### src/verilog/status_flags_pkg.sv
package status_flags_pkg;

  localparam int STATUS_WIDTH = 16;

  // field positions in the status word
  localparam int MASK_BIT = 0;
  localparam int OVERFLOW_BIT = 1;
  localparam int RESUME_BIT = 2;
  localparam int BREAKPOINT_OP_INT_BIT = 3;
  localparam int FP_PEND_BIT = 4;
  localparam int IMPL_BITS = 5;

  localparam logic [15:0] STATUS_RESET = 16'h0000;
  localparam logic [15:0] IMPL_MASK = 16'h001f;

  // fp unit wait and service entry/return take whole cycles
  localparam int FP_WAIT_LIMIT = 1;

  // operations presented by the instruction sequencer
  typedef enum logic [4:0] {
    OP_NONE,
    OP_BREAKPOINT,
    OP_POP_BLOCK_EXECUTE,
    OP_FIXED_TRAP_DISABLE,
    OP_FIXED_TRAP_ENABLE,
    OP_CALL_LONG,
    OP_CALL_SHORT,
    OP_STATUS_LOAD,
    OP_STATUS_STORE,
    OP_CONTEXT_POP,
    OP_WIDE_BLOCK_POP,
    OP_WIDE_RESTORE,
    OP_WIDE_RETURN,
    OP_SAVE_MASK_CLEAR,
    OP_SAVE_MASK_SET,
    OP_SPECIAL_SAVE_MASK_CLEAR,
    OP_SPECIAL_SAVE_MASK_SET,
    OP_VECTORED_INTERRUPT,
    OP_RESUMABLE_START
  } op_type;

  typedef enum logic [1:0] {
    SVC_IDLE,
    SVC_WAIT_FP,
    SVC_ACTIVE
  } svc_type;

endpackage

### src/verilog/fp_service_guard.sv
`timescale 1ns/1ps
module fp_service_guard (
  // clock and reset
  input wire logic ref_clk,
  input wire logic rst_n,
  input wire logic clkEn,
  // service sequencing
  input wire logic serviceReq,
  input wire logic serviceReturn,
  input wire logic fpBusy,
  input wire logic fpTrapEnableIn,
  input wire logic fpErrorSummary,
  input wire logic pendingBitIn,
  // results
  output logic serviceGrant,
  output logic enterStrobe,
  output logic returnStrobe,
  output logic nextPending,
  output logic nextTrapEnable
);

  status_flags_pkg::svc_type state_ff;
  status_flags_pkg::svc_type nxt_state;

  wire logic enterNow = (state_ff == status_flags_pkg::SVC_WAIT_FP) && !fpBusy;
  wire logic leaveNow = (state_ff == status_flags_pkg::SVC_ACTIVE) && serviceReturn;

  always_comb begin
    nxt_state = state_ff;
    unique case (state_ff)
      status_flags_pkg::SVC_IDLE: begin
        if (serviceReq) begin
          nxt_state = status_flags_pkg::SVC_WAIT_FP;
        end
      end
      status_flags_pkg::SVC_WAIT_FP: begin
        if (!fpBusy) begin
          nxt_state = status_flags_pkg::SVC_ACTIVE;
        end
      end
      status_flags_pkg::SVC_ACTIVE: begin
        if (serviceReturn) begin
          nxt_state = status_flags_pkg::SVC_IDLE;
        end
      end
    endcase
  end

  always_ff @(posedge ref_clk) begin
    if (!rst_n) begin
      state_ff <= status_flags_pkg::SVC_IDLE;
    end else if (clkEn) begin
      state_ff <= nxt_state;
    end
  end

  assign serviceGrant = enterNow;
  assign enterStrobe = enterNow;
  assign returnStrobe = leaveNow;
  assign nextPending = enterNow ? (fpTrapEnableIn && fpErrorSummary) : (leaveNow ? 1'b0 : pendingBitIn);
  assign nextTrapEnable = enterNow ? (fpTrapEnableIn && !(fpTrapEnableIn && fpErrorSummary)) :
                          (leaveNow ? pendingBitIn : fpTrapEnableIn);

  no_entry_busy_a: assert property (@(posedge ref_clk) disable iff (!rst_n)
    (clkEn && fpBusy) |-> !serviceGrant) else $error("service entered while fp unit busy");

endmodule

### src/verilog/processor_status_flags.sv
// Overview of operation
// - sixteen-bit status word, instruction access only
// - breakpoint clears whole word
// - trap disable clears mask, enable sets
// - both calls clear overflow flag
// - save variants write mask zero or one
// - pops, restore, return reload word
// - vectored interrupt loads table word
// - mask must precede flag for fault
// - mask saved and restored across calls
// - narrow or wide overflow sets flag
// - transient overflow ignored before completion
// - flag sticky until listed clearing events
// - interrupted resumable instruction sets resume flag
// - resumable start tests and clears resume
// - interrupt during breakpoint op sets flag
// - breakpoint tests, clears, replays saved opcode
// - pop block execute runs saved op
// - fault-pending mirrors trap enable on error
// - wait for fp unit before service
// - entry copies enable, suppresses fp traps on error
// - return loads enable from the pending bit, clears pending
// - reserved bits store zero, load ignored
`timescale 1ns/1ps
module processor_status_flags (
  // clock and reset
  input wire logic ref_clk,
  input wire logic rst_n,
  input wire logic clkEn,
  // instruction sequencer
  input wire logic opValid,
  input wire status_flags_pkg::op_type opCode,
  input wire logic [15:0] accumulatorZero,
  input wire logic [15:0] stackWord,
  input wire logic [15:0] contextWord,
  input wire logic [15:0] tableWord,
  // arithmetic events
  input wire logic narrowOverflow,
  input wire logic wideOverflow,
  input wire logic instrComplete,
  // interrupt and fault events
  input wire logic ioInterruptAck,
  input wire logic faultServiced,
  input wire logic resumableInterrupted,
  input wire logic breakpointOpInterrupted,
  input wire logic serviceReq,
  input wire logic serviceReturn,
  // floating-point unit
  input wire logic fpBusy,
  input wire logic fpTrapEnableIn,
  input wire logic fpErrorSummary,
  // status and results
  output logic [15:0] statusStore,
  output logic overflowFault,
  output logic resumeRestore,
  output logic replaySaved,
  output logic pushSavedOpcode,
  output logic serviceGrant,
  output logic fpTrapEnable
);

  logic maskFf;
  logic overflowFf;
  logic resumeFf;
  logic bkptIntFf;
  logic fpPendFf;
  logic [15:0] store_ff;
  logic fault_ff;
  logic resume_ff;
  logic replay_ff;
  logic push_ff;
  logic grant_ff;
  logic trapEn_ff;

  logic nxt_mask;
  logic nxt_overflow;
  logic nxt_resume;
  logic nxt_bkptInt;
  logic nxt_fpPend;

  wire logic guardGrant;
  wire logic enterStrobe;
  wire logic returnStrobe;
  wire logic guardPending;
  wire logic guardTrapEn;

  fp_service_guard guard (
    .ref_clk(ref_clk),
    .rst_n(rst_n),
    .clkEn(clkEn),
    .serviceReq(serviceReq),
    .serviceReturn(serviceReturn),
    .fpBusy(fpBusy),
    .fpTrapEnableIn(trapEn_ff),
    .fpErrorSummary(fpErrorSummary),
    .pendingBitIn(fpPendFf),
    .serviceGrant(guardGrant),
    .enterStrobe(enterStrobe),
    .returnStrobe(returnStrobe),
    .nextPending(guardPending),
    .nextTrapEnable(guardTrapEn)
  );

  // operation decode
  wire logic isOp = opValid;
  wire logic opBkpt = isOp && (opCode == status_flags_pkg::OP_BREAKPOINT);
  wire logic opPbx = isOp && (opCode == status_flags_pkg::OP_POP_BLOCK_EXECUTE);
  wire logic opTrapDis = isOp && (opCode == status_flags_pkg::OP_FIXED_TRAP_DISABLE);
  wire logic opTrapEn = isOp && (opCode == status_flags_pkg::OP_FIXED_TRAP_ENABLE);
  wire logic opCall = isOp && ((opCode == status_flags_pkg::OP_CALL_LONG) ||
                               (opCode == status_flags_pkg::OP_CALL_SHORT));
  wire logic opStore = isOp && (opCode == status_flags_pkg::OP_STATUS_STORE);
  wire logic opCtxPop = isOp && (opCode == status_flags_pkg::OP_CONTEXT_POP);
  wire logic opStackLoad = isOp && ((opCode == status_flags_pkg::OP_WIDE_BLOCK_POP) ||
                                    (opCode == status_flags_pkg::OP_WIDE_RESTORE) ||
                                    (opCode == status_flags_pkg::OP_WIDE_RETURN));
  wire logic opSaveClr = isOp && ((opCode == status_flags_pkg::OP_SAVE_MASK_CLEAR) ||
                                  (opCode == status_flags_pkg::OP_SPECIAL_SAVE_MASK_CLEAR));
  wire logic opSaveSet = isOp && ((opCode == status_flags_pkg::OP_SAVE_MASK_SET) ||
                                  (opCode == status_flags_pkg::OP_SPECIAL_SAVE_MASK_SET));
  wire logic opVector = isOp && (opCode == status_flags_pkg::OP_VECTORED_INTERRUPT);
  wire logic opResStart = isOp && (opCode == status_flags_pkg::OP_RESUMABLE_START);

  wire logic wordLoad = opCtxPop || opStackLoad || opVector;
  wire logic [15:0] loadWord = opCtxPop ? contextWord : (opVector ? tableWord : stackWord);
  wire logic [15:0] loadMasked = loadWord & status_flags_pkg::IMPL_MASK;
  wire logic [15:0] storeMasked = accumulatorZero & status_flags_pkg::IMPL_MASK;

  wire logic overflowNow = (narrowOverflow || wideOverflow) && instrComplete;
  wire logic faultNow = overflowNow && !overflowFf && maskFf;
  wire logic clearOverflow = ioInterruptAck || faultServiced;

  wire logic [15:0] statusWord = {11'h000, fpPendFf, bkptIntFf, resumeFf, overflowFf, maskFf};

  always_comb begin
    nxt_mask = maskFf;
    nxt_overflow = overflowFf;
    nxt_resume = resumeFf;
    nxt_bkptInt = bkptIntFf;
    nxt_fpPend = guardPending;
    if (clearOverflow) begin
      nxt_overflow = 1'b0;
    end
    if (opBkpt) begin
      nxt_mask = 1'b0;
      nxt_overflow = 1'b0;
      nxt_resume = 1'b0;
      nxt_bkptInt = 1'b0;
      nxt_fpPend = 1'b0;
    end
    if (opTrapDis) begin
      nxt_mask = 1'b0;
    end
    if (opTrapEn) begin
      nxt_mask = 1'b1;
    end
    if (opCall) begin
      nxt_overflow = 1'b0;
    end
    if (opSaveClr) begin
      nxt_mask = 1'b0;
    end
    if (opSaveSet) begin
      nxt_mask = 1'b1;
    end
    if (wordLoad || opStore) begin
      nxt_mask = wordLoad ? loadMasked[status_flags_pkg::MASK_BIT] : storeMasked[status_flags_pkg::MASK_BIT];
      nxt_overflow = wordLoad ? loadMasked[status_flags_pkg::OVERFLOW_BIT] :
                     storeMasked[status_flags_pkg::OVERFLOW_BIT];
      nxt_resume = wordLoad ? loadMasked[status_flags_pkg::RESUME_BIT] : storeMasked[status_flags_pkg::RESUME_BIT];
      nxt_bkptInt = wordLoad ? loadMasked[status_flags_pkg::BREAKPOINT_OP_INT_BIT] :
                    storeMasked[status_flags_pkg::BREAKPOINT_OP_INT_BIT];
      nxt_fpPend = wordLoad ? loadMasked[status_flags_pkg::FP_PEND_BIT] : storeMasked[status_flags_pkg::FP_PEND_BIT];
    end
    if (opResStart) begin
      nxt_resume = 1'b0;
    end
    if (resumableInterrupted) begin
      nxt_resume = 1'b1;
    end
    if (breakpointOpInterrupted) begin
      nxt_bkptInt = 1'b1;
    end
    if (overflowNow) begin
      nxt_overflow = 1'b1;
    end
  end

  always_ff @(posedge ref_clk) begin
    if (!rst_n) begin
      maskFf <= 1'b0;
      overflowFf <= 1'b0;
      resumeFf <= 1'b0;
      bkptIntFf <= 1'b0;
      fpPendFf <= 1'b0;
    end else if (clkEn) begin
      maskFf <= nxt_mask;
      overflowFf <= nxt_overflow;
      resumeFf <= nxt_resume;
      bkptIntFf <= nxt_bkptInt;
      fpPendFf <= nxt_fpPend;
    end
  end

  // registered outputs; store path is what the load-status instruction returns
  always_ff @(posedge ref_clk) begin
    if (!rst_n) begin
      store_ff <= status_flags_pkg::STATUS_RESET;
      fault_ff <= 1'b0;
      resume_ff <= 1'b0;
      replay_ff <= 1'b0;
      push_ff <= 1'b0;
      grant_ff <= 1'b0;
      trapEn_ff <= 1'b0;
    end else if (clkEn) begin
      store_ff <= statusWord & status_flags_pkg::IMPL_MASK;
      fault_ff <= faultNow;
      resume_ff <= opResStart && resumeFf;
      replay_ff <= (opBkpt && bkptIntFf) || opPbx;
      push_ff <= breakpointOpInterrupted;
      grant_ff <= guardGrant;
      // restore on return
      // traps stay off for the whole service while a capture is parked, not just the entry cycle
      trapEn_ff <= (enterStrobe || returnStrobe) ? guardTrapEn : (fpPendFf ? 1'b0 : fpTrapEnableIn);
    end
  end

  assign statusStore = store_ff;
  assign overflowFault = fault_ff;
  assign resumeRestore = resume_ff;
  assign replaySaved = replay_ff;
  assign pushSavedOpcode = push_ff;
  assign serviceGrant = grant_ff;
  assign fpTrapEnable = trapEn_ff;

  breakpoint_clears_a: assert property (@(posedge ref_clk) disable iff (!rst_n)
    (clkEn && opBkpt && !resumableInterrupted && !breakpointOpInterrupted && !overflowNow) |=>
    (statusWord == 16'h0000)) else $error("breakpoint left status nonzero");

  trap_enable_mask_a: assert property (@(posedge ref_clk) disable iff (!rst_n)
    (clkEn && opTrapEn && opValid) |=> maskFf) else $error("trap enable did not set mask");

  call_clears_ovf_a: assert property (@(posedge ref_clk) disable iff (!rst_n)
    (clkEn && opCall && !overflowNow) |=> !overflowFf) else $error("call left overflow set");

  save_set_mask_a: assert property (@(posedge ref_clk) disable iff (!rst_n)
    (clkEn && opSaveSet) |=> maskFf) else $error("save variant did not set mask");

  context_reload_a: assert property (@(posedge ref_clk) disable iff (!rst_n)
    (clkEn && opCtxPop && !overflowNow && !resumableInterrupted && !breakpointOpInterrupted) |=>
    (statusWord == ($past(contextWord) & 16'h001f))) else $error("context pop reload wrong");

  fault_needs_mask_a: assert property (@(posedge ref_clk) disable iff (!rst_n)
    overflowFault |-> ($past(maskFf) && !$past(overflowFf))) else $error("fault raised without prior mask");

  overflow_sticky_a: assert property (@(posedge ref_clk) disable iff (!rst_n)
    (clkEn && overflowNow) |=> overflowFf) else $error("overflow not captured");

  overflow_holds_a: assert property (@(posedge ref_clk) disable iff (!rst_n)
    (clkEn && overflowFf && !clearOverflow && !isOp) |=> overflowFf) else $error("overflow flag dropped");

  resume_set_a: assert property (@(posedge ref_clk) disable iff (!rst_n)
    (clkEn && resumableInterrupted) |=> resumeFf) else $error("resume flag not set");

  store_reserved_a: assert property (@(posedge ref_clk) disable iff (!rst_n)
    statusStore[15:5] == 11'h000) else $error("reserved bits stored nonzero");

  mask_gates_fault_a: assert property (@(posedge ref_clk) disable iff (!rst_n)
    (clkEn && overflowNow && !overflowFf && maskFf) |=> overflowFault) else $error("masked-in overflow gave no fault");

  resume_restore_a: assert property (@(posedge ref_clk) disable iff (!rst_n)
    (clkEn && opResStart && resumeFf) |=> resumeRestore) else $error("resume restore not requested");

  breakpoint_op_int_set_a: assert property (@(posedge ref_clk) disable iff (!rst_n)
    (clkEn && breakpointOpInterrupted) |=> (bkptIntFf && pushSavedOpcode)) else $error("breakpoint interrupt not recorded");

  replay_request_a: assert property (@(posedge ref_clk) disable iff (!rst_n)
    (clkEn && (opPbx || (opBkpt && bkptIntFf))) |=> replaySaved) else $error("saved opcode replay not requested");

  trap_suppressed_a: assert property (@(posedge ref_clk) disable iff (!rst_n)
    (clkEn && fpPendFf && !enterStrobe && !returnStrobe) |=> !fpTrapEnable) else $error("fp trap enabled during service");

endmodule

### config.mk
export PLATFORM = sky130hd
export DESIGN_NAME = processor_status_flags
export DESIGN_NICKNAME = d
export VERILOG_FILES = /design/src/verilog/status_flags_pkg.sv /design/src/verilog/fp_service_guard.sv /design/src/verilog/processor_status_flags.sv
export SDC_FILE = /design/constraint.sdc
export NUM_CORES = 1
export LEC_CHECK = 0
export ABC_CLOCK_PERIOD_IN_PS = 1550
export BUFFER_PORTS_ARGS = -buffer_cell sky130_fd_sc_hd__buf_2
export CAP_MARGIN = 20
export CORE_ASPECT_RATIO = 0.75
export CORE_MARGIN = 2
export CORE_UTILIZATION = 37
export CTS_BUF_LIST = sky130_fd_sc_hd__clkbuf_8
export DETAILED_ROUTE_END_ITERATION = 7
export PLACE_DENSITY = 0.77
export SYNTH_ARGS = -nofsm -noshare
export SYNTH_HDL_FRONTEND = slang
export SYNTH_SLANG_ARGS = --single-unit
### constraint.sdc
create_clock -name ref_clk -period 1.55 [get_ports ref_clk]
set_input_delay 0.31 -clock ref_clk [delete_from_list [all_inputs] [get_ports ref_clk]]
set_output_delay 0.31 -clock ref_clk [all_outputs]
set_load 0.05 [all_outputs]
==> key figures, run 1 <==
Clock network
  • TritonCTS clock tree: done
  • Cts repair resizes: 0
  • Clk pin slew, worst setup/hold paths: 70 ps
  • CTS H-Tree Depth: 1
  • TritonCTS Buffers: 3
  • CTS root buffer: clkbuf_8
  • Skew-Pair Late Insertion Delay: 250 ps
  • # clock sinks: 18
  • Longest Clk Path Bufs: 2
  • Hold_buf cts: 0
  • Setup Fix Bufs, Post-CTS: 0

Drt
  • Wire length per cell: 12.5 um
  • DR vias/cell: 5.02
  • Initial drt markers: 96
  • Routed WL: 3.73 mm
  • Final ANT Viol Nets: 0
  • DRC errors left: 0
  • Vias: 1492
  • Pre-antenna DRT Iters: 4

Place
  • Routability cong.: 0.898
  • IO buf count: 51
  • HPWL Detailed: 3.06 mm
  • Placement Setup Slack: -208 ps
  • Placed Area: 1800 um^2

Power and ir drop
  • Power Density: 683 nW/um^2
  • Switching Share: 0.321
  • Pint: 0.864 mW
  • Peak VDD IR: 0.000507 V
  • Sequential power share: 0.394
  • Gate power share: 0.307
  • Clk pwr share: 0.299
  • Switching power: 0.409 mW
  • Lkg Pwr: 0.848 nW

Synth
  • Cell count after synthesis: 179
  • Synthesized flop and latch total: 18
  • Avg Inst Size Synth: 7.87 um^2
  • Adder-cell share of the synthesized area: 0.0355
  • Synth Warn #: 0
  • Netlist cell types: 50
  • Share of the synthesized area in the top cell type: 0.256
  • Main combinational cell family by area after synthesis: simple AND/OR/NAND/NOR gates
  • Top post-synthesis cells by area: dfxtp_1 26%, buf_4 6.9%, nor2b_1 5.3%
  • Synth async-reset ratio: 0
  • EDFF count, synth: 0
  • Dominant cell type by area after synthesis: dfxtp_1
  • Simple-gate area share of the yosys netlist: 0.274
  • Synth Flop Type: dfxtp_1
  • Post-synth design cell area: 1410 um^2
  • Synth Area in Compound Gates: 0.253
  • Mux cell area share after synthesis: 0.0497
  • Synth Area in XOR/XNOR: 0.00622
  • Seq/Total Area, Yosys: 0.256

Cells and area
  • Share of layout cells above drive strength 1: 0.355
  • P&R area growth vs syn: 32.3%
  • Register Area: 360 um^2
  • Final nets: 335
  • Fillers: 384
  • Layout Utilization: 0.509
  • Antenna diode count: 0
  • Commonest non-fill, non-tap cell in the layout: buf_2
  • Cell area after layout: 1860 um^2
  • Most frequent cells in the layout: 51 x buf_2, 24 x buf_4, 18 x dfxtp_1
  • Area of the multi-input gates: 922 um^2

Timing
  • Final Skew: 1.00 ps
  • Worst setup margin: 63.3 ps
  • Period utilisation layout: 0.959
  • Setup violations, final: 0
  • Fmax: 673 MHz
  • Final Hold Fails: 0
  • Final min period: 1490 ps
  • Setup tns final: 0 ps
  • Max Slew Vio Count: 0

Global routing
  • First-pass GRT wire length: 5.71 mm
  • GRT Total Usage: 0.170
  • Largest net degree at the start of global routing: 17
  • GRT met3 Usage: 0.0371
  • Initial antenna violation count: 0
  • GRT overflow: 0
  • Layer with the highest usage: met1
  • Routing usage on met1: 0.264
  • Vias in the first global route: 1252
  • Met2 Track Usage GR: 0.248

Floorplan
  • Die area: 4320 um^2
  • Core footprint: 3660 um^2
  • Die width: 75.3 um
  • Row count: 19
  • # IOs: 107
  • Initial Utilization: 0.385
  • Die height: 57.4 um

Critical path
  • Crit path DAT: 1660 ps
  • Crit path kind: input pin to flop
  • Worst Setup End Kind: flop
  • Reg2Reg Setup Slack: 90 ps
  • Critical Path RT: 1720 ps
  • Worst path cell trace: buf_2 -> nor2b_4 -> a22oi_2 -> a211o_1 -> a311o_1 -> a221oi_2
  • Worst r2r path cells: 7
  • Delay of the slowest cell on the worst path: 360 ps
  • Crit-path slowest cell: a211o_1
  • Reg-to-Reg Start: guard.state_ff[1]
  • Startpoint types: input pin
  • Reg2reg end: fpPendFf
  • Critical path's top delay family: compound AO/OA/AOI/OAI gates
  • Crit-path max FO: 8
  • Buf/Inv on CP: 1

Outcome
  • Run status: finished, final reports clean

Hold path
  • Min-Delay Path Depth: 3
  • Hold Crit Class: input pin to flop
  • Worst Hold Launch: resumableInterrupted
  • Hold Crit Endpoint: resumeFf

Job
  • Max Cap Viol: 0
==> flip-flops by register name, indices dropped and copies added (netlist names) <==
| signal | cells |
|---|---|
| pushSavedOpcode | 1 |
| overflowFault | 1 |
| fpTrapEnable | 1 |
| fpPendFf | 1 |
| overflowFf | 1 |
| guard.state_ff | 2 |
| resumeRestore | 1 |
| statusStore | 5 |
| resumeFf | 1 |
| maskFf | 1 |
| serviceGrant | 1 |
| bkptIntFf | 1 |
| replaySaved | 1 |
==> tightest hold or removal path, cell delays in order <==
cell	delay (ps)
buf_2	110
inv_1	40
a31oi_1	70
==> cell usage after synthesis (2+ instances only) <==
master,instances
dfxtp_1,18
nand2_1,17
buf_4,13
nor2b_1,12
o21ai_0,12
nor2_1,9
mux2i_1,7
a21oi_1,6
clkbuf_1,6
inv_1,6
nand3_1,6
a31oi_1,5
nand2b_1,5
ha_1,4
and2_1,3
buf_2,3
nor3_1,3
o2bb2ai_1,3
a21boi_0,2
a221oi_1,2
a22oi_1,2
and3_1,2
and4bb_1,2
nand4bb_1,2
o21ai_1,2
o221ai_1,2
o22ai_1,2
==> routing by layer <==
layer  vias up  part of all wire
met5         -                 0
met1       677              0.49
li1        752                 -
met3         3             0.080
met4         0            0.0051
met2        60              0.42
==> power groups by stage <==
stage                     clock, mW  combinational, mW  sequential, mW
after floorplan                   0              0.250           0.538
after global placement            0              0.380           0.510
after detailed placement          0              0.387           0.511
after CTS                     0.387              0.388           0.501
after global routing          0.412              0.423           0.503
final                         0.381              0.391           0.501
==> stage by stage <==
| stage | power (mW) | hold WS (ps) | cells |
|---|---|---|---|
| 4_1_cts | 1.28 | 310 | 297 |
| 3_5_place_dp | 0.898 | 461 | 293 |
| 6_report | 1.27 | 316 | 297 |
| 2_1_floorplan | 0.788 | 447 | 189 |
| 5_1_grt | 1.34 | 313 | 297 |
| 3_3_place_gp | 0.891 | 453 | 293 |
==> cell families (layout without fill, tap and decap cells) <==
family,count (synthesis),in the layout
flops,18,18
compound gates,50,50
buf+inv,30,86
mux,7,7
other cells,1,11
xor+xnor,1,1
simple gates,68,68
fa+ha+maj,4,4
==> worst max path at each step <==
stage                            from        to  slack (ps)  cells after the start
CTS                 guard.state_ff[1]  fpPendFf          40                      7
detailed placement          opCode[3]  fpPendFf        -210                      6
floorplan                   opCode[1]  fpPendFf         -70                      6
global placement            opCode[3]    maskFf        -190                      6
finish                      opCode[3]  fpPendFf          60                      6
global route        guard.state_ff[1]  fpPendFf         -20                      7
==> area by class of cell <==
cell class | count | area share
multi-input cells | 141 | 0.495
repair buffers | 75 | 0.234
flip-flops and latches | 18 | 0.193
well taps | 52 | 0.0349
clock buffers | 4 | 0.0295
inverters | 7 | 0.0141
Note: power is estimated with default switching activity, not from simulation.
==> inputs of run 2 (changes only) <==
GPL_TIMING_DRIVEN = 0   (was not set)
==> key figures, run 2 (synthesized netlist as in run 1, its figures left out) <==
Drt
  • DR vias/cell: 5.02 (about the same)
  • Wire length per cell: 12.8 um (was 12.5 um)
  • Routed WL: 3.69 mm (was 3.73 mm)
  • Vias: 1452 (was 1492)
  • Pre-antenna DRT Iters: 4 (unchanged)
  • Initial drt markers: 56 (was 96)
  • DRC errors left: 0 (unchanged)
  • Final ANT Viol Nets: 0 (unchanged)

Timing
  • Max Slew Vio Count: 0 (unchanged)
  • Final Skew: 1.79 ps (was 1.00 ps)
  • Setup violations, final: 0 (unchanged)
  • Slew margin rel.: 0.661
  • Final min period: 1510 ps (was 1490 ps)
  • Final Hold Fails: 0 (unchanged)
  • RSZ-0062 raised after global routing: true
  • Fmax: 663 MHz (was 673 MHz)
  • Worst-Margin Slew: 509 ps
  • Period utilisation layout: 0.973 (was 0.959)

Power and ir drop
  • Power Density: 657 nW/um^2 (was 683 nW/um^2)
  • Gate power share: 0.327 (was 0.307)
  • Peak VDD IR: 0.000380 V (was 0.000507 V)
  • Power, Total: 1.21 mW (was 1.27 mW)
  • Switching power: 0.395 mW (was 0.409 mW)
  • Lkg Pwr: 0.812 nW (was 0.848 nW)
  • Sequential power share: 0.415 (was 0.394)
  • Switching Share: 0.327 (was 0.321)
  • Clk pwr share: 0.258 (was 0.299)
  • Pint: 0.811 mW (was 0.864 mW)

Critical path
  • Delay of the slowest cell on the worst path: 370 ps (was 360 ps)
  • Crit-path slowest cell: a211o_4 (was a211o_1)
  • Crit path DAT: 1680 ps (was 1660 ps)
  • Startpoint types: input pin (unchanged)
  • Worst path cell trace: buf_6 -> buf_8 -> nor2b_4 -> a22oi_2 -> a211o_4 -> a311o_1 -> a221oi_2 (was buf_2 -> nor2b_4 -> a22oi_2 -> a211o_1 -> a311o_1 -> a221oi_2)
  • Critical Path RT: 1720 ps (about the same)
  • Worst Setup End Kind: flop (unchanged)
  • Crit path kind: input pin to flop (unchanged)
  • Reg2Reg Setup Slack: 150 ps (was 90 ps)
  • Crit-path max FO: 10 (was 8)

Floorplan
  • Die height: 57.4 um (unchanged)
  • # IOs: 107 (unchanged)
  • Row count: 19 (unchanged)
  • Core footprint: 3660 um^2 (unchanged)
  • Initial Utilization: 0.385 (unchanged)
  • Die area: 4320 um^2 (unchanged)
  • Die width: 75.3 um (unchanged)

Clock network
  • # clock sinks: 18 (unchanged)
  • Clk pin slew, worst setup/hold paths: 60 ps (was 70 ps)
  • Setup Fix Bufs, Post-CTS: 0 (unchanged)
  • Longest Clk Path Bufs: 2 (unchanged)
  • TritonCTS clock tree: done (unchanged)
  • CTS root buffer: clkbuf_8 (unchanged)
  • CTS H-Tree Depth: 1 (unchanged)
  • Skew-Pair Late Insertion Delay: 250 ps (about the same)
  • TritonCTS Buffers: 3 (unchanged)

Global routing
  • GRT overflow: 0 (unchanged)
  • GRT Total Usage: 0.171 (was 0.170)
  • First-pass GRT wire length: 5.72 mm (was 5.71 mm)
  • Largest net degree at the start of global routing: 11 (was 17)
  • Initial antenna violation count: 0 (unchanged)
  • Vias in the first global route: 1263 (was 1252)

Cells and area
  • Commonest non-fill, non-tap cell in the layout: buf_2 (unchanged)
  • Layout Utilization: 0.501 (was 0.509)
  • Register Area: 360 um^2 (unchanged)
  • Final nets: 328 (was 335)
  • Antenna diode count: 0 (unchanged)
  • Area of the multi-input gates: 938 um^2 (was 922 um^2)
  • P&R area growth vs syn: 30.3% (was 32.3%)
  • Max FFs per register: 5 (unchanged)
  • Post-Layout Cell Count: 289 (was 297)
  • Most frequent cells in the layout: 45 x buf_2, 18 x dfxtp_1, 16 x nand2_1 (was 51 x buf_2, 24 x buf_4, 18 x dfxtp_1)
  • Fillers: 392 (was 384)
  • Share of layout cells above drive strength 1: 0.338 (was 0.355)
  • Cell area after layout: 1840 um^2 (was 1860 um^2)

Place
  • Placed insts: 287 (was 293)
  • HPWL Detailed: 2.89 mm (was 3.06 mm)
  • Placed Area: 1740 um^2 (was 1800 um^2)
  • IO buf count: 46 (was 51)
  • Routability cong.: 0.899 (was 0.898)

Outcome
  • Run status: finished, final reports clean (unchanged)

Job
  • Max Cap Viol: 0 (unchanged)

Hold path
  • Hold Crit Class: input pin to flop (unchanged)
run 2: changes by cell type in the layout (fill, tap and decap cells not counted), moves of 2 or more:
cell	delta
buf_6	+3
clkbuf_4	+2
buf_4	-12
clkbuf_2	+2
clkbuf_1	+3
buf_2	-6
run 2: final timing paths:
| kind | cells past startpoint | end | from |
|---|---|---|---|
| worst max-delay path | 7 | fpPendFf | opCode[3] |
| worst min-delay path | 3 | resumeFf | resumableInterrupted |
| worst max register to register | 7 | fpPendFf | guard.state_ff[1] |
| worst min register to register | 2 | pushSavedOpcode | pushSavedOpcode |
run 2: routing by layer:
metal / up-vias / GRT usage / part of all wire
met4: 0 / 0.0451 / 0.0084
met3: 4 / 0.0424 / 0.069
met2: 57 / 0.247 / 0.41
met1: 650 / 0.254 / 0.51
li1: 741 / - / -
met5: - / 0 / 0
run 2: area by class of cell:
cell class,instances,area share
buffer,22,0.0859
clock buffer,3,0.0225
inverter,7,0.0164
multi-input combinational,141,0.511
sequential,18,0.196
tap,52,0.0354
timing repair buffer,46,0.132
run 2: worst max-delay path: cells and delay by family:
kind / cells / cell delay, ps
compound gates: 4 / 990
simple gates: 1 / 190
buf+inv: 2 / 190
run 2: power groups by stage:
stage	registers, mW	clock network [mW]	logic [mW]
2_1_floorplan	0.538	0	0.250
3_3_place_gp	0.510	0	0.371
3_5_place_dp	0.510	0	0.375
4_1_cts	0.501	0.320	0.376
5_1_grt	0.503	0.344	0.429
6_report	0.501	0.311	0.394
run 2: what timing repair did:
item,in CTS,in global routing
hold buffers,0,0
resized for setup,2,13
endpoints found under the setup margin,4,5
pin swaps,1,1
run 2: metrics by stage:
| step | setup TNS (ps) | setup WS, ps | hold slack [ps] |
|---|---|---|---|
| finish | 0 | 41.2 | 334 |
| global route | -35.2 | -17.7 | 353 |
| CTS | 0 | 10.0 | 325 |
| detailed placement | -1580 | -361 | 461 |
| global placement | -1380 | -326 | 458 |
| floorplan | -99.8 | -68.4 | 447 |
==> inputs of run 3 (changes only) <==
PLACE_DENSITY = not set   (was 0.77)
PLACE_DENSITY_LB_ADDON = 0.05   (was not set)
SETUP_SLACK_MARGIN = 0.5   (was not set)
==> key figures, run 3 (synthesized netlist as in run 1, its figures left out) <==
Outcome
  • Run status: finished, final reports clean (unchanged)

Clock network
  • Longest Clk Path Bufs: 2 (unchanged)
  • TritonCTS Buffers: 3 (unchanged)
  • CTS root buffer: clkbuf_8 (unchanged)
  • TritonCTS clock tree: done (unchanged)
  • # clock sinks: 18 (unchanged)
  • Skew-Pair Late Insertion Delay: 260 ps (was 250 ps)
  • Clk pin slew, worst setup/hold paths: 70 ps (was 60 ps)
  • CTS H-Tree Depth: 1 (unchanged)

Job
  • Max Cap Viol: 0 (unchanged)

Critical path
  • Critical Path RT: 1730 ps (was 1720 ps)
  • Startpoint types: input pin (unchanged)
  • Crit path DAT: 1650 ps (was 1680 ps)
  • Crit-path max FO: 7 (was 10)
  • Worst r2r path cells: 7 (unchanged)
  • Crit path kind: input pin to flop (unchanged)
  • Worst Setup End Kind: flop (unchanged)

Place
  • Placed Area: 1840 um^2 (was 1740 um^2)
  • Routability cong.: 0.825 (was 0.899)
  • HPWL Detailed: 3.01 mm (was 2.89 mm)
  • IO buf count: 46 (unchanged)
  • Placed insts: 287 (unchanged)

Cells and area
  • Commonest non-fill, non-tap cell in the layout: buf_2 (unchanged)
  • Cell area after layout: 2430 um^2 (was 1840 um^2)
  • Max FFs per register: 5 (unchanged)
  • Register Area: 382 um^2 (was 360 um^2)
  • P&R area growth vs syn: 72.4% (was 30.3%)
  • Post-Layout Cell Count: 313 (was 289)
  • Final nets: 351 (was 328)
  • Area of the multi-input gates: 1140 um^2 (was 938 um^2)
  • Most frequent cells in the layout: 32 x buf_2, 28 x buf_4, 15 x nand2_1 (was 45 x buf_2, 18 x dfxtp_1, 16 x nand2_1)
  • Fillers: 309 (was 392)
  • Antenna diode count: 0 (unchanged)
  • Share of layout cells above drive strength 1: 0.556 (was 0.338)

Global routing
  • Vias in the first global route: 1531 (was 1263)
  • Initial antenna violation count: 0 (unchanged)
  • GRT overflow: 0 (unchanged)
  • First-pass GRT wire length: 6.96 mm (was 5.72 mm)
  • Largest net degree at the start of global routing: 11 (unchanged)
  • GRT Total Usage: 0.209 (was 0.171)

Timing
  • Setup tns final: 0 ps (unchanged)
  • Setup violations, final: 0 (unchanged)
  • Final Skew: 3.62 ps (was 1.79 ps)
  • Period utilisation layout: 0.947 (was 0.973)
  • Slew margin rel.: 0.651 (was 0.661)
  • Final min period: 1470 ps (was 1510 ps)
  • Worst-Margin Slew: 523 ps (was 509 ps)
  • RSZ-0062 raised after global routing: true (unchanged)
  • Max Slew Vio Count: 0 (unchanged)
  • Final hold slack: 314 ps (was 334 ps)
  • Final Hold Fails: 0 (unchanged)
  • Fmax: 681 MHz (was 663 MHz)

Drt
  • Wire length per cell: 14.5 um (was 12.8 um)
  • Initial drt markers: 100 (was 56)
  • DR vias/cell: 5.24 (was 5.02)
  • DRC errors left: 0 (unchanged)
  • Routed WL: 4.53 mm (was 3.69 mm)
  • WL met1: 1.98 mm (was 1.87 mm)
  • Vias: 1641 (was 1452)
  • Routed wl met2: 2.12 mm (was 1.53 mm)
  • Final ANT Viol Nets: 0 (unchanged)
  • DR WL met3: 356 um (was 253 um)
  • Top Metal Used: met4 (unchanged)
  • Pre-antenna DRT Iters: 5 (was 4)

Floorplan
  • Row count: 19 (unchanged)
  • Core footprint: 3660 um^2 (unchanged)
  • Die width: 75.3 um (unchanged)
  • Initial Utilization: 0.385 (unchanged)
  • # IOs: 107 (unchanged)
  • Die area: 4320 um^2 (unchanged)
  • Die height: 57.4 um (unchanged)

Power and ir drop
  • Power Density: 600 nW/um^2 (was 657 nW/um^2)
  • Lkg Pwr: 1.03 nW (was 0.812 nW)
  • Peak VDD IR: 0.000696 V (was 0.000380 V)
  • Power, Total: 1.46 mW (was 1.21 mW)

Hold path
  • Hold Crit Class: input pin to flop (unchanged)
  • Min-Delay Path Depth: 3 (unchanged)
[run 3: path summary, 6_finish.rpt]
check	slack [ps]	startpoint	to
setup reg to reg	240	guard.state_ff[1]	fpPendFf
setup / recovery	80	opCode[4]	fpPendFf
hold / removal	310	resumableInterrupted	resumeFf
hold reg to reg	480	resumeRestore	resumeRestore
[run 3: worst max-delay path, cell delays in order]
cell      delay, ps
buf_6            90
buf_6           120
nor2b_4         150
a22oi_2         110
a211o_1         310
a311o_1         310
a221oi_2        230
[run 3: area by class of cell]
cell class,instances,area share
Clock buffer,4,0.0227
Buffer,23,0.0907
Sequential cell,18,0.157
Inverter,7,0.0134
Multi-Input combinational cell,141,0.470
Timing Repair Buffer,68,0.219
Tap cell,52,0.0268
[run 3: power breakdown]
part	switching, mW	internal (mW)
Sequential	0.0234	0.486
Clock	0.165	0.226
Combinational	0.295	0.261
Total	0.484	0.973
[run 3: metrics by stage]
| step | setup WS [ps] | utilization |
|---|---|---|
| floorplan | -49.0 | - |
| global placement | -339 | 0.502 |
| detailed placement | -355 | 0.502 |
| CTS | 100 | 0.637 |
| global route | 51.5 | 0.663 |
| finish | 82.4 | 0.663 |
[run 3: repair_timing]
action	in CTS	in global routing
hold buffers	0	0
buffers inserted	18	4
gates cloned	0	0
endpoints found under the setup margin	21	28
pin swaps	17	7
gates resized for setup	79	19
[run 3: layer usage]
| metal | global-route usage | vias up |
|---|---|---|
| li1 | - | 787 |
| met1 | 0.266 | 761 |
| met2 | 0.346 | 80 |
| met3 | 0.0583 | 13 |
| met4 | 0.0602 | 0 |
| met5 | 0 | - |
